**src/gp_timer_map.svh**
```systemverilog
// register map, field codes and count limits of the general purpose timer
`ifndef GP_TIMER_MAP_SVH
`define GP_TIMER_MAP_SVH

`define ADDR_RELOAD      32'hFFFF0320
`define ADDR_COUNT       32'hFFFF0324
`define ADDR_CONTROL     32'hFFFF0328
`define ADDR_CLEAR       32'hFFFF032C
`define ADDR_CAPTURE     32'hFFFF0330

`define RST_WORD         32'h00000000
`define RST_BYTE         8'h00
`define RST_PRESC        15'h0000

`define CLK_SEL_OSC      3'h0
`define CLK_SEL_CORE     3'h1
`define CLK_SEL_SEC      3'h2
`define CLK_SEL_PIN      3'h3

`define FMT_HMS_23       2'h2
`define FMT_HMS_255      2'h3

`define HUND_MAX         8'h63
`define SEXA_MAX         8'h3B
`define HOUR_MAX_23      8'h17
`define HOUR_MAX_255     8'hFF

`define POST_WE_BIT      23
`define EVENT_COUNT      18
`define PRESC_WIDTH      15

`endif

```
**src/gp_timer_pkg.sv**
```systemverilog
// types shared by the general purpose timer modules
`default_nettype none
package gp_timer_pkg;

  typedef struct packed {
    logic [7:0] post;
    logic       post_we;
    logic [2:0] rsv;
    logic       cmp_flag;
    logic       int_sel;
    logic       cap_en;
    logic [4:0] evt_sel;
    logic [2:0] clk_sel;
    logic       up;
    logic       en;
    logic       periodic;
    logic [1:0] fmt;
    logic [3:0] presc;
  } ctrl_t;

endpackage : gp_timer_pkg
`default_nettype wire

```
**src/count_step_if.sv**
```systemverilog
// carrier between the timer core and its count stepper
`timescale 1ns/1ps
`default_nettype none
interface count_step_if;
  logic [31:0] cur;
  logic        up;
  logic        hms;
  logic [7:0]  hour_max;
  logic [31:0] nxt;
  logic        wrap;

  modport stepper (input cur, input up, input hms, input hour_max, output nxt, output wrap);
  modport owner   (output cur, output up, output hms, output hour_max, input nxt, input wrap);
endinterface : count_step_if
`default_nettype wire

```
**src/count_stepper.sv**
```systemverilog
// next count value in binary or hours:minutes:seconds:hundredths form
`timescale 1ns/1ps
`default_nettype none
`include "gp_timer_map.svh"
module count_stepper (
  count_step_if.stepper st
);

  logic [4:0]  carry;
  logic [31:0] hms_nxt;

  assign carry[0] = 1'b1;

  genvar i;
  generate
    for (i = 0; i < 4; i++) begin : g_digit
      logic [7:0] d;
      logic [7:0] lim;
      logic       edge_hit;
      assign d        = st.cur[8*i +: 8];
      assign lim      = (i == 3) ? st.hour_max : ((i == 0) ? `HUND_MAX : `SEXA_MAX);
      assign edge_hit = st.up ? (d >= lim) : (d == 8'h00);
      assign carry[i+1] = carry[i] & edge_hit;
      always_comb begin
        if (!carry[i]) begin
          hms_nxt[8*i +: 8] = d;
        end else if (edge_hit) begin
          hms_nxt[8*i +: 8] = st.up ? 8'h00 : lim;
        end else begin
          hms_nxt[8*i +: 8] = st.up ? 8'(d + 8'h01) : 8'(d - 8'h01);
        end
      end
    end
  endgenerate

  always_comb begin
    if (st.hms) begin
      st.nxt  = hms_nxt;
      st.wrap = carry[4];
    end else begin
      st.nxt  = st.up ? 32'(st.cur + 32'h00000001) : 32'(st.cur - 32'h00000001);
      st.wrap = st.up ? (&st.cur) : ~(|st.cur);
    end
  end

endmodule : count_stepper
`default_nettype wire

```
**src/gp_timer.sv**
```systemverilog
// general purpose 32-bit up/down timer with apb registers
//
// Added by the designer: the APB interface to the registers.
`timescale 1ns/1ps
`default_nettype none
`include "gp_timer_map.svh"
module gp_timer #(
  parameter int NUM_EVENTS = `EVENT_COUNT,
  parameter int PRESC_W    = `PRESC_WIDTH
) (
  input  wire logic                  pclk,
  input  wire logic                  presetn,
  input  wire logic                  psel,
  input  wire logic                  penable,
  input  wire logic                  pwrite,
  input  wire logic [31:0]           paddr,
  input  wire logic [31:0]           pwdata,
  output logic      [31:0]           prdata,
  output logic                       pready,
  output logic                       pslverr,
  input  wire logic                  osc_32k,
  input  wire logic                  secondary_clock,
  input  wire logic                  external_count_pin,
  input  wire logic                  low_power_mode,
  input  wire logic [NUM_EVENTS-1:0] irq_sources,
  output logic                       timer_irq
);

  gp_timer_pkg::ctrl_t ctrl_ff;
  gp_timer_pkg::ctrl_t nxt_ctrl;

  logic [31:0]           reload_ff;
  logic [31:0]           nxt_reload;
  logic [31:0]           count_ff;
  logic [31:0]           nxt_count;
  logic [31:0]           capture_ff;
  logic [31:0]           nxt_capture;
  logic [7:0]            post_cnt_ff;
  logic [7:0]            nxt_post_cnt;
  logic                  irq_ff;
  logic                  nxt_irq;
  logic                  src_prev_ff;
  logic                  nxt_src_prev;
  logic [PRESC_W-1:0]    presc_cnt_ff;
  logic [PRESC_W-1:0]    nxt_presc_cnt;
  logic [NUM_EVENTS-1:0] evt_prev_ff;
  logic [NUM_EVENTS-1:0] nxt_evt_prev;
  logic [31:0]           prdata_ff;
  logic [31:0]           nxt_prdata;
  logic                  pready_ff;
  logic                  nxt_pready;
  logic                  pslverr_ff;
  logic                  nxt_pslverr;

  logic                  addr_hit;
  logic                  bus_done;
  logic                  wr_reload;
  logic                  wr_ctrl;
  logic                  wr_clear;
  logic                  src_level;
  logic                  src_core;
  logic                  src_edge;
  logic                  src_live;
  logic [PRESC_W-1:0]    presc_mask;
  logic                  tick;
  logic                  step;
  logic                  wrapped;
  logic                  post_hit;
  logic                  evt_valid;
  logic                  evt_rise;
  logic [31:0]           evt_pad;

  count_step_if stp ();

  count_stepper u_stepper (
    .st (stp.stepper)
  );

  // bus decode
  always_comb begin
    addr_hit = (paddr == `ADDR_RELOAD) || (paddr == `ADDR_COUNT) ||
               (paddr == `ADDR_CONTROL) || (paddr == `ADDR_CLEAR) ||
               (paddr == `ADDR_CAPTURE);
    bus_done  = psel & penable & pready_ff;
    wr_reload = bus_done & pwrite & (paddr == `ADDR_RELOAD);
    wr_ctrl   = bus_done & pwrite & (paddr == `ADDR_CONTROL);
    wr_clear  = bus_done & pwrite & (paddr == `ADDR_CLEAR);
  end

  // one wait state: answer registered in the first access cycle
  always_comb begin
    nxt_pready  = 1'b0;
    nxt_prdata  = prdata_ff;
    nxt_pslverr = 1'b0;
    if (psel && penable && !pready_ff) begin
      nxt_pready  = 1'b1;
      nxt_pslverr = ~addr_hit;
      case (paddr)
        `ADDR_RELOAD:  nxt_prdata = reload_ff;
        `ADDR_COUNT:   nxt_prdata = count_ff;
        `ADDR_CONTROL: nxt_prdata = ctrl_ff;
        `ADDR_CLEAR:   nxt_prdata = `RST_WORD;
        `ADDR_CAPTURE: nxt_prdata = capture_ff;
        default:       nxt_prdata = `RST_WORD;
      endcase
    end
  end

  always_ff @(posedge pclk or negedge presetn) begin
    if (!presetn) begin
      prdata_ff  <= `RST_WORD;
      pready_ff  <= 1'b0;
      pslverr_ff <= 1'b0;
    end else begin
      prdata_ff  <= nxt_prdata;
      pready_ff  <= nxt_pready;
      pslverr_ff <= nxt_pslverr;
    end
  end

  // control and reload registers
  always_comb begin
    nxt_ctrl   = ctrl_ff;
    nxt_reload = reload_ff;
    if (wr_reload) begin
      nxt_reload = pwdata;
    end
    if (wr_ctrl) begin
      nxt_ctrl         = gp_timer_pkg::ctrl_t'(pwdata);
      // write enable and reserved bits always read back as zero
      nxt_ctrl.post_we = 1'b0;
      nxt_ctrl.rsv     = 3'h0;
      nxt_ctrl.cmp_flag = ctrl_ff.cmp_flag;
      if (!pwdata[`POST_WE_BIT]) begin
        nxt_ctrl.post = ctrl_ff.post;
      end
    end
    // compare flag: set wins over the clear write
    if (wr_clear) begin
      nxt_ctrl.cmp_flag = 1'b0;
    end
    if (post_hit) begin
      nxt_ctrl.cmp_flag = 1'b1;
    end
  end

  always_ff @(posedge pclk or negedge presetn) begin
    if (!presetn) begin
      ctrl_ff   <= gp_timer_pkg::ctrl_t'(`RST_WORD);
      reload_ff <= `RST_WORD;
    end else begin
      ctrl_ff   <= nxt_ctrl;
      reload_ff <= nxt_reload;
    end
  end

  // source select and prescaler; slow sources are sampled levels
  always_comb begin
    src_core = 1'b0;
    src_live = 1'b0;
    case (ctrl_ff.clk_sel)
      `CLK_SEL_OSC: begin
        src_level = osc_32k;
        src_live  = 1'b1;
      end
      `CLK_SEL_CORE: begin
        src_level = 1'b0;
        src_core  = 1'b1;
        src_live  = ~low_power_mode;
      end
      `CLK_SEL_SEC: begin
        src_level = secondary_clock;
        src_live  = ~low_power_mode;
      end
      `CLK_SEL_PIN: begin
        src_level = external_count_pin;
        src_live  = 1'b1;
      end
      default: begin
        src_level = 1'b0;
      end
    endcase
    // a freshly chosen source must not look like a rising edge
    if (wr_ctrl) begin
      nxt_src_prev = 1'b1;
    end else begin
      nxt_src_prev = src_level;
    end
    src_edge     = src_live & (src_core | (src_level & ~src_prev_ff));
    // sampled sources must stay below half the bus clock
    presc_mask   = PRESC_W'((32'h00000001 << ctrl_ff.presc) - 32'h00000001);
    tick         = src_edge & ((presc_cnt_ff & presc_mask) == presc_mask);
    // restart the divider on a control write so a new ratio starts clean
    if (wr_ctrl) begin
      nxt_presc_cnt = `RST_PRESC;
    end else if (src_edge) begin
      nxt_presc_cnt = PRESC_W'(presc_cnt_ff + 1'b1);
    end else begin
      nxt_presc_cnt = presc_cnt_ff;
    end
  end

  always_ff @(posedge pclk or negedge presetn) begin
    if (!presetn) begin
      src_prev_ff  <= 1'b0;
      presc_cnt_ff <= `RST_PRESC;
    end else begin
      src_prev_ff  <= nxt_src_prev;
      presc_cnt_ff <= nxt_presc_cnt;
    end
  end

  // counter, postscaler and interrupt
  always_comb begin
    stp.cur      = count_ff;
    stp.up       = ctrl_ff.up;
    stp.hms      = (ctrl_ff.fmt == `FMT_HMS_23) || (ctrl_ff.fmt == `FMT_HMS_255);
    stp.hour_max = (ctrl_ff.fmt == `FMT_HMS_23) ? `HOUR_MAX_23 : `HOUR_MAX_255;
    step         = tick & ctrl_ff.en;
    wrapped      = step & stp.wrap;
    // a postscaler value of n fires on wrap n+1
    post_hit     = wrapped & (post_cnt_ff == ctrl_ff.post);
    nxt_count    = count_ff;
    if (wr_clear) begin
      nxt_count = reload_ff;
    end else if (step) begin
      if (stp.wrap && ctrl_ff.periodic) begin
        nxt_count = reload_ff;
      end else begin
        nxt_count = stp.nxt;
      end
    end
    if (wr_clear || post_hit) begin
      nxt_post_cnt = `RST_BYTE;
    end else if (wrapped) begin
      nxt_post_cnt = 8'(post_cnt_ff + 8'h01);
    end else begin
      nxt_post_cnt = post_cnt_ff;
    end
    // a wrap (with bit 18 set, a postscaler match) in the clear cycle keeps the interrupt pending
    nxt_irq = irq_ff & ~wr_clear;
    // bit 18 picks every wrap or only the postscaler match
    if (ctrl_ff.int_sel ? post_hit : wrapped) begin
      nxt_irq = 1'b1;
    end
  end

  always_ff @(posedge pclk or negedge presetn) begin
    if (!presetn) begin
      count_ff    <= `RST_WORD;
      post_cnt_ff <= `RST_BYTE;
      irq_ff      <= 1'b0;
    end else begin
      count_ff    <= nxt_count;
      post_cnt_ff <= nxt_post_cnt;
      irq_ff      <= nxt_irq;
    end
  end

  // event capture on each rise of the chosen source
  always_comb begin
    evt_valid    = 32'(ctrl_ff.evt_sel) < NUM_EVENTS;
    // padded so a select past the sources reads zero, never off the vector
    evt_pad      = 32'(irq_sources & ~evt_prev_ff);
    evt_rise     = evt_valid && evt_pad[ctrl_ff.evt_sel];
    nxt_evt_prev = irq_sources;
    nxt_capture  = capture_ff;
    if (ctrl_ff.cap_en && evt_rise) begin
      nxt_capture = count_ff;
    end
  end

  always_ff @(posedge pclk or negedge presetn) begin
    if (!presetn) begin
      evt_prev_ff <= '0;
      capture_ff  <= `RST_WORD;
    end else begin
      evt_prev_ff <= nxt_evt_prev;
      capture_ff  <= nxt_capture;
    end
  end

  assign prdata    = prdata_ff;
  assign pready    = pready_ff;
  assign pslverr   = pslverr_ff;
  assign timer_irq = irq_ff;

endmodule : gp_timer
`default_nettype wire

```
**config.mk**
```make
export PLATFORM = sky130hd
export DESIGN_NAME = gp_timer
export DESIGN_NICKNAME = d
export VERILOG_FILES = /design/src/gp_timer_pkg.sv /design/src/count_step_if.sv /design/src/count_stepper.sv /design/src/gp_timer.sv
export VERILOG_INCLUDE_DIRS = /design/src
export SDC_FILE = /design/constraint.sdc
export NUM_CORES = 1
export LEC_CHECK = 0
export BUFFER_PORTS_ARGS = -buffer_cell sky130_fd_sc_hd__buf_4
export CAP_MARGIN = 15
export CORE_UTILIZATION = 25
export CTS_BUF_LIST = sky130_fd_sc_hd__clkbuf_8 sky130_fd_sc_hd__clkbuf_16
export DETAILED_ROUTE_END_ITERATION = 16
export SKIP_CTS_REPAIR_TIMING = 1
export SYNTH_ARGS = -nofsm -noshare
export SYNTH_HDL_FRONTEND = slang
export SYNTH_SLANG_ARGS = --single-unit
```
**constraint.sdc**
```tcl
create_clock -name pclk -period 7.7 [get_ports pclk]
set_input_delay 0.385 -clock pclk [delete_from_list [all_inputs] [get_ports pclk]]
set_output_delay 0.385 -clock pclk [all_outputs]
set_load 0.01 [all_outputs]
```
Word level (Yosys, flattened, before mapping)

Cells that the tools add are included.

Register bits: 201
Input port bits: 91
Output and inout port bits: 35

Add/subtract/negate cells: 13
Order comparisons: 6
Equality and inequality tests: 15
Shift operators: 1
Multiplexer cells: 43
Bitwise operators: 25
Reduce and logical (&&, ||, !) cells: 29

Operator list:

| operator              | number |
|---|---|
| $eq 32x32->1 const B  | 5 |
| $mux 32               | 5 |
| $pmux 32 s4           | 1 |
| $mux 8                | 15 |
| $add 8x1->8 const B   | 5 |
| $add 32x1->32 const B | 1 |
| $and 18x32->32        | 1 |
| $logic_not 8->1       | 4 |
| $not 18->32           | 1 |
| $reduce_and 32->1     | 1 |
| $reduce_or 32->1      | 1 |
| $sub 32x1->32 const B | 1 |
| $sub 8x1->8 const B   | 4 |
| $mux 15               | 2 |
| $and 1x1->1           | 16 |
| $ge 8x6->1 const B    | 2 |
| $add 15x1->15 const B | 1 |
| $and 15x15->15        | 1 |
| $eq 15x15->1          | 1 |
| $mux 1                | 15 |
| $shl 1x4->15 const A  | 1 |
| $sub 15x1->15 const B | 1 |
| $ne 4x2->1 const B    | 3 |
| $eq 8x8->1            | 1 |
| other kinds (21)      | 43 |

Longest topological paths before layout

Depth after elaboration: 11
Gate-level depth with buffers: 15
Mapped depth without buffers: 12

Hierarchy

From an unflattened synthesis, not the netlist that was laid out.

Cells, all modules: 1,395
Area total of the unflattened synthesis: 12,727.2 sq um

By module, submodules not included:

| module        | instances | cells each | area each (sq um) | seq. area each (sq um) |
|---|---|---|---|---|
| gp_timer      | 1         | 941        | 9,786.9           | 5,029.8 |
| count_stepper | 1         | 454        | 2,940.3           | 0.0 |

Worst setup path after synthesis

No wires, ideal clock.

Path type: reg2reg
From: register ctrl_ff (netlist bit stp.up)
To: register count_ff[28]
Library setup time: 0.128 ns
Arrival time: 3.449 ns
Data required time: 7.572 ns
Slack: 4.124 ns
Cell stages (with the launch flop): 12
Buffers on the path: 0
Period minus slack after synthesis: 3.576 ns
Cell sequence: dfrtp_1 > inv_1 > ha_1 > a21o_1 > a221oi_1 > a211o_1 > a211o_1 > o41a_1 > or4_1 > o211ai_1 > mux2_1 > mux2_1

Word-level cells in the longest chain between the ends: 9

Ends and longest elaborated chain:

| what                     | line                | RTL |
|---|---|---|
| start, declared          | gp_timer.sv:29      | `gp_timer_pkg::ctrl_t ctrl_ff;` |
| start signal, assigned   | gp_timer.sv:149     | `` ctrl_ff <= gp_timer_pkg::ctrl_t'(`RST_WORD); `` |
| start signal, assigned   | gp_timer.sv:152     | `ctrl_ff <= nxt_ctrl;` |
| $mux 1                   | count_stepper.sv:22 | `assign edge_hit = st.up ? (d >= lim) : (d == 8'h00);` |
| $and 1x1->1 (3 in a row) | count_stepper.sv:23 | `assign carry[i+1] = carry[i] & edge_hit;` |
| $mux 1                   | count_stepper.sv:37 | `if (st.hms) begin` |
| $logic_and 1x1->1        | gp_timer.sv:227     | `if (stp.wrap && ctrl_ff.periodic) begin` |
| $mux 32                  | gp_timer.sv:227     |  |
| $mux 32                  | gp_timer.sv:226     | `end else if (step) begin` |
| $mux 32                  | gp_timer.sv:224     | `if (wr_clear) begin` |
| end signal, assigned     | gp_timer.sv:250     | `` count_ff <= `RST_WORD; `` |
| end signal, assigned     | gp_timer.sv:254     | `count_ff <= nxt_count;` |
| end, declared            | gp_timer.sv:34      | `logic [31:0] count_ff;` |

Several ways; a longest one is shown, not always the timed one. The select of a mux whose other input is x is not followed.
A chain may end at the register's enable or synchronous reset.

Final worst setup path

Ends and elaborated chain as after synthesis.

==> results by stage <==
Critical path:
- The critical path goes through inv_1 -> buf_4 -> and3_1 -> a21oi_1 -> nor3_1 -> a31oi_1 -> o21bai_4 -> buf_4 -> mux2_1 -> mux2_1.
- The capturing element type of the critical path is a flip-flop.
- The critical path contains buffers and inverters numbering 3 combined.
- For the worst setup path, the data required time is 8.10 ns.
- The arrival time of data at the critical path endpoint is approximately 4.7 ns.
- The cell family with the largest share of critical-path delay is compound AO/OA/AOI/OAI gates.
- The slowest stage cell on the critical path is sky130_fd_sc_hd__o21bai_4.
- The startpoint class of the critical path is a flip-flop.
- The longest individual stage delay on the worst path is 0.90 ns.
- The classification of the worst setup path is reg2reg.
- In this run the worst path has a maximum fanout of 38.

STA:
- Setup violations remaining at the end of the flow were counted as 0.
- The total count of hold-check failures in the final report is 0.
- Timing would allow up to 0.2332 GHz.
- The minimum setup slack in the final design is 3.412 ns.
- The max-slew violation total from the final report came to 0.
- The routed design could run at a clock period as short as roughly 4.3 ns.
- The worst pin sits at a relative slew slack of 0.2685.
- For the pin with the worst max-slew slack, the measured transition is between 1 and 1.5 ns.
- The summed negative setup slack over all endpoints is 0 ns.
- Clock skew on the completed layout was measured at ~0.02 ns.
- Setup repair after global routing left no endpoint under its margin.
- The ratio of final minimum period to clock period is 0.5569.

Synthesis:
- The post-synth net total is 1452.
- By area the synthesized netlist is led by sky130_fd_sc_hd__dfrtp_1, sky130_fd_sc_hd__mux2_2, sky130_fd_sc_hd__mux2i_1, sky130_fd_sc_hd__nor2_1, sky130_fd_sc_hd__ha_1.
- The synthesized area is 12210 um^2.
- The yosys synthesis warning count is 0.
- After synthesis, the mean cell area works out to 9.248 um^2.
- The leading area contributor after synthesis is sky130_fd_sc_hd__dfrtp_1.
- Counting instances in the post-synthesis netlist gives the leading cell types as sky130_fd_sc_hd__dfrtp_1, sky130_fd_sc_hd__nor2_1, sky130_fd_sc_hd__nand2_1, sky130_fd_sc_hd__a21oi_1, sky130_fd_sc_hd__o21ai_0.
- The post-synthesis async set-or-reset flop share is 1.000.
- In this run, synthesis produced a sequential element count of 201.
- The share of synthesized area in the top cell type comes to 0.4120.
- Among all cell types in the netlist, the one instantiated most often is sky130_fd_sc_hd__dfrtp_1.
- The cell count after synthesis is 1320.
- The number of synthesized flops with an enable pin is 0.
- Of the synthesized area, sequential elements account for 0.4120.
- The number of different library cells used by synthesis comes to 71.
- The most instantiated flip-flop cell in the synthesis netlist is sky130_fd_sc_hd__dfrtp_1.

Die:
- The core region is 47950 um^2.
- The initial utilization of the core area, before any placement, comes to 0.2546.
- The top-level port count is roughly 130.
- The die footprint is 49720 um^2.
- After floorplanning, the core was divided into 80 placement rows.
- The die width is 223.0 um.
- The die height is 223.0 um.

Global route:
- The total overflow left after global routing is 0.
- Entering global routing, the biggest net connects just under 80 pins.
- The total global routing track utilization is 0.1467.
- The first global-routing pass estimated 58.73 mm of wire.
- The number of antenna violations at the first check in global routing was 1.
- The number of global-route vias before repair was roughly 10000.

Clocking:
- TritonCTS built the clock tree.
- The later pin in the worst-skew pair is clocked with a latency of 0.54 ns.
- After clock tree synthesis, the clock-pin slew on the worst setup and hold paths is 0.06 ns.
- CTS saw 201 sinks.
- Clock tree synthesis inserted a total of 23 buffers.
- The maximum root-to-sink buffer count is 3.
- The H-tree depth reported by CTS is 1.
- The root cell of the clock tree is sky130_fd_sc_hd__clkbuf_16.

Route:
- After the first detailed-routing iteration, the DRC count stood at roughly 800.
- The remaining design rule violation count is 0.
- The total vias in the final route is 10490.
- The length of the first detailed-routing pass in iterations is 5.
- The final layout contains routed wiring with a total length of 36.71 mm.
- In this run the top signal layer used is met5.
- Dividing the detail-routed wire length by the instance count gives 17.93 um.
- Summed over all nets, wire length on met3 after detailed routing comes to 1.544 mm.
- The antenna violation net count after detailed routing is 0.
- The detail-routed via count per cell is approximately 5.1.
- The detailed router put a total of 16.49 mm of wire on met1.
- Summed over all nets, wire length on met2 after detailed routing comes to about 18 mm.

Placed design:
- Routability-driven placement finished with a final weighted congestion of 0.8969.
- The post-placement worst setup slack is 3.437 ns.
- Summing all placed instances gives a cell area of 13720 um^2.
- The count of buffers added on input and output ports is 125.
- The HPWL after detailed placement is 25.85 mm.

Layout:
- Summing all non-filler instances in the final layout gives an area of 14670 um^2.
- At the end of the flow, the number of nets in the layout was 1549.
- The area of combinational cells with multiple inputs is 6746 um^2.
- The number of inserted diodes is 0.
- The signed area change from the synthesized netlist to the final layout is 20.17%.
- The filler cells instantiated in the layout total around 5000.
- The area used by sequential logic in the layout is 5030 um^2.
- The layout cell share with drive strength beyond 1 is 0.1662.

Power and ir drop:
- The analysis attributes to net switching a power of approximately 500 uW.
- The completed layout was analyzed and its total power is 2.275 mW.
- The clock group share of total power is 0.490.
- Of the total power, registers draw 0.467.
- Of the total power, the share spent switching nets is 0.2238.
- The fraction of power consumed by combinational cells is 0.042.
- For this design the static power due to leakage is 6.702 nW.
- The worst voltage drop across the vdd grid is 0.1399 mV.
- Power spread over the standard cell area amounts to 155.1 nW/um^2.
- Cell internal power was estimated by the tool at 1.766 mW.

Outcome:
- The flow ran to the end, and the final reports show no timing, DRC or antenna violations.

Min path:
- The worst hold-check path type is in2reg.

Job:
- The count of max-cap constraint violations is 0.
==> placed cells by master (no fill, tap or decap), types with 27 or more instances in the layout <==
| master | synthesis | layout |
|---|---|---|
| sky130_fd_sc_hd__a21o_1 | 27 | 27 |
| sky130_fd_sc_hd__o21ai_0 | 73 | 73 |
| sky130_fd_sc_hd__inv_1 | 37 | 43 |
| sky130_fd_sc_hd__mux2i_1 | 50 | 50 |
| sky130_fd_sc_hd__a21oi_1 | 88 | 88 |
| sky130_fd_sc_hd__buf_4 | 0 | 136 |
| sky130_fd_sc_hd__mux2_2 | 54 | 54 |
| sky130_fd_sc_hd__xnor2_1 | 38 | 38 |
| sky130_fd_sc_hd__nor2_1 | 127 | 126 |
| sky130_fd_sc_hd__a221oi_1 | 31 | 31 |
| sky130_fd_sc_hd__nor3_1 | 30 | 30 |
| sky130_fd_sc_hd__ha_1 | 37 | 37 |
| sky130_fd_sc_hd__dfrtp_1 | 201 | 201 |
| sky130_fd_sc_hd__nand2_1 | 123 | 123 |
| sky130_fd_sc_hd__mux2_1 | 34 | 34 |
==> final cells by class <==
| cell class | count | share of cell area |
|---|---|---|
| clock inverters | 12 | 0.007676 |
| multi-input cells | 997 | 0.4599 |
| inverters | 38 | 0.009723 |
| repair buffers | 156 | 0.08350 |
| flip-flops and latches | 201 | 0.3429 |
| clock buffers | 28 | 0.04392 |
| well taps | 615 | 0.05245 |
==> worst paths after layout <==
check | startpoint | end | slack (ns) | depth (start not counted)
worst max register to register | stp.up | count_ff[28] | 3.41 | 10
min in group asynchronous | presetn | src_prev_ff | 0.36 | 2
worst min register to register | prdata[21] | prdata[21] | 0.48 | 2
worst min-delay path | pwdata[19] | reload_ff[19] | 0.06 | 2
max in group asynchronous | presetn | capture_ff[20] | 5.97 | 3
worst max-delay path | stp.up | count_ff[28] | 3.41 | 10
==> kinds of logic after synthesis <==
group,count (synthesis),synth area share
AND/OR/NAND/NOR,411,0.1580
AO/OA/AOI/OAI,348,0.1817
flip-flops,201,0.4120
multiplexers,139,0.1240
buffers and inverters,122,0.03813
XOR/XNOR,58,0.04161
adder cells (fa/ha/maj),41,0.04448
==> routing by layer <==
layer	track usage	vias up
li1	-	5007
met1	0.1895	5188
met2	0.2564	241
met3	0.01923	47
met4	0.03826	2
met5	0	-
==> worst reg2reg max path: cells and delay by family, from the launching register on <==
kind,cells,cell delay (ns)
AO/OA/AOI/OAI,3,1.25
buffers and inverters,3,1.16
flip-flops,1,0.54
multiplexers,2,0.64
AND/OR/NAND/NOR,2,0.56
==> through the flow <==
step / util / cells / hold slack, ns
global route: 0.3060 / 2047 / 0.06506
detailed placement: 0.2862 / 1988 / 0.3801
global placement: 0.2862 / 1988 / 0.3768
finish: 0.3060 / 2047 / 0.06351
CTS: 0.3020 / 2028 / -0.1933
floorplan: - / 1320 / 0.08941
==> flip-flops by register name, indices dropped and copies added, names as in the netlist <==
signal	cells
prdata	32
stp.up	1
src_prev_ff	1
evt_prev_ff	18
count_ff	32
timer_irq	1
presc_cnt_ff	15
pslverr	1
pready	1
ctrl_ff	27
post_cnt_ff	8
capture_ff	32
reload_ff	32
==> power by group through the flow <==
| stage | registers, mW | clock network [mW] | logic, mW |
|---|---|---|---|
| after floorplan | 1.08 | 0 | 0.0190 |
| after global placement | 1.08 | 0 | 0.0893 |
| after detailed placement | 1.08 | 0 | 0.0912 |
| after CTS | 1.06 | 1.14 | 0.0913 |
| after global routing | 1.06 | 1.18 | 0.106 |
| final | 1.06 | 1.12 | 0.0959 |
(Power assumes the default switching activity.)
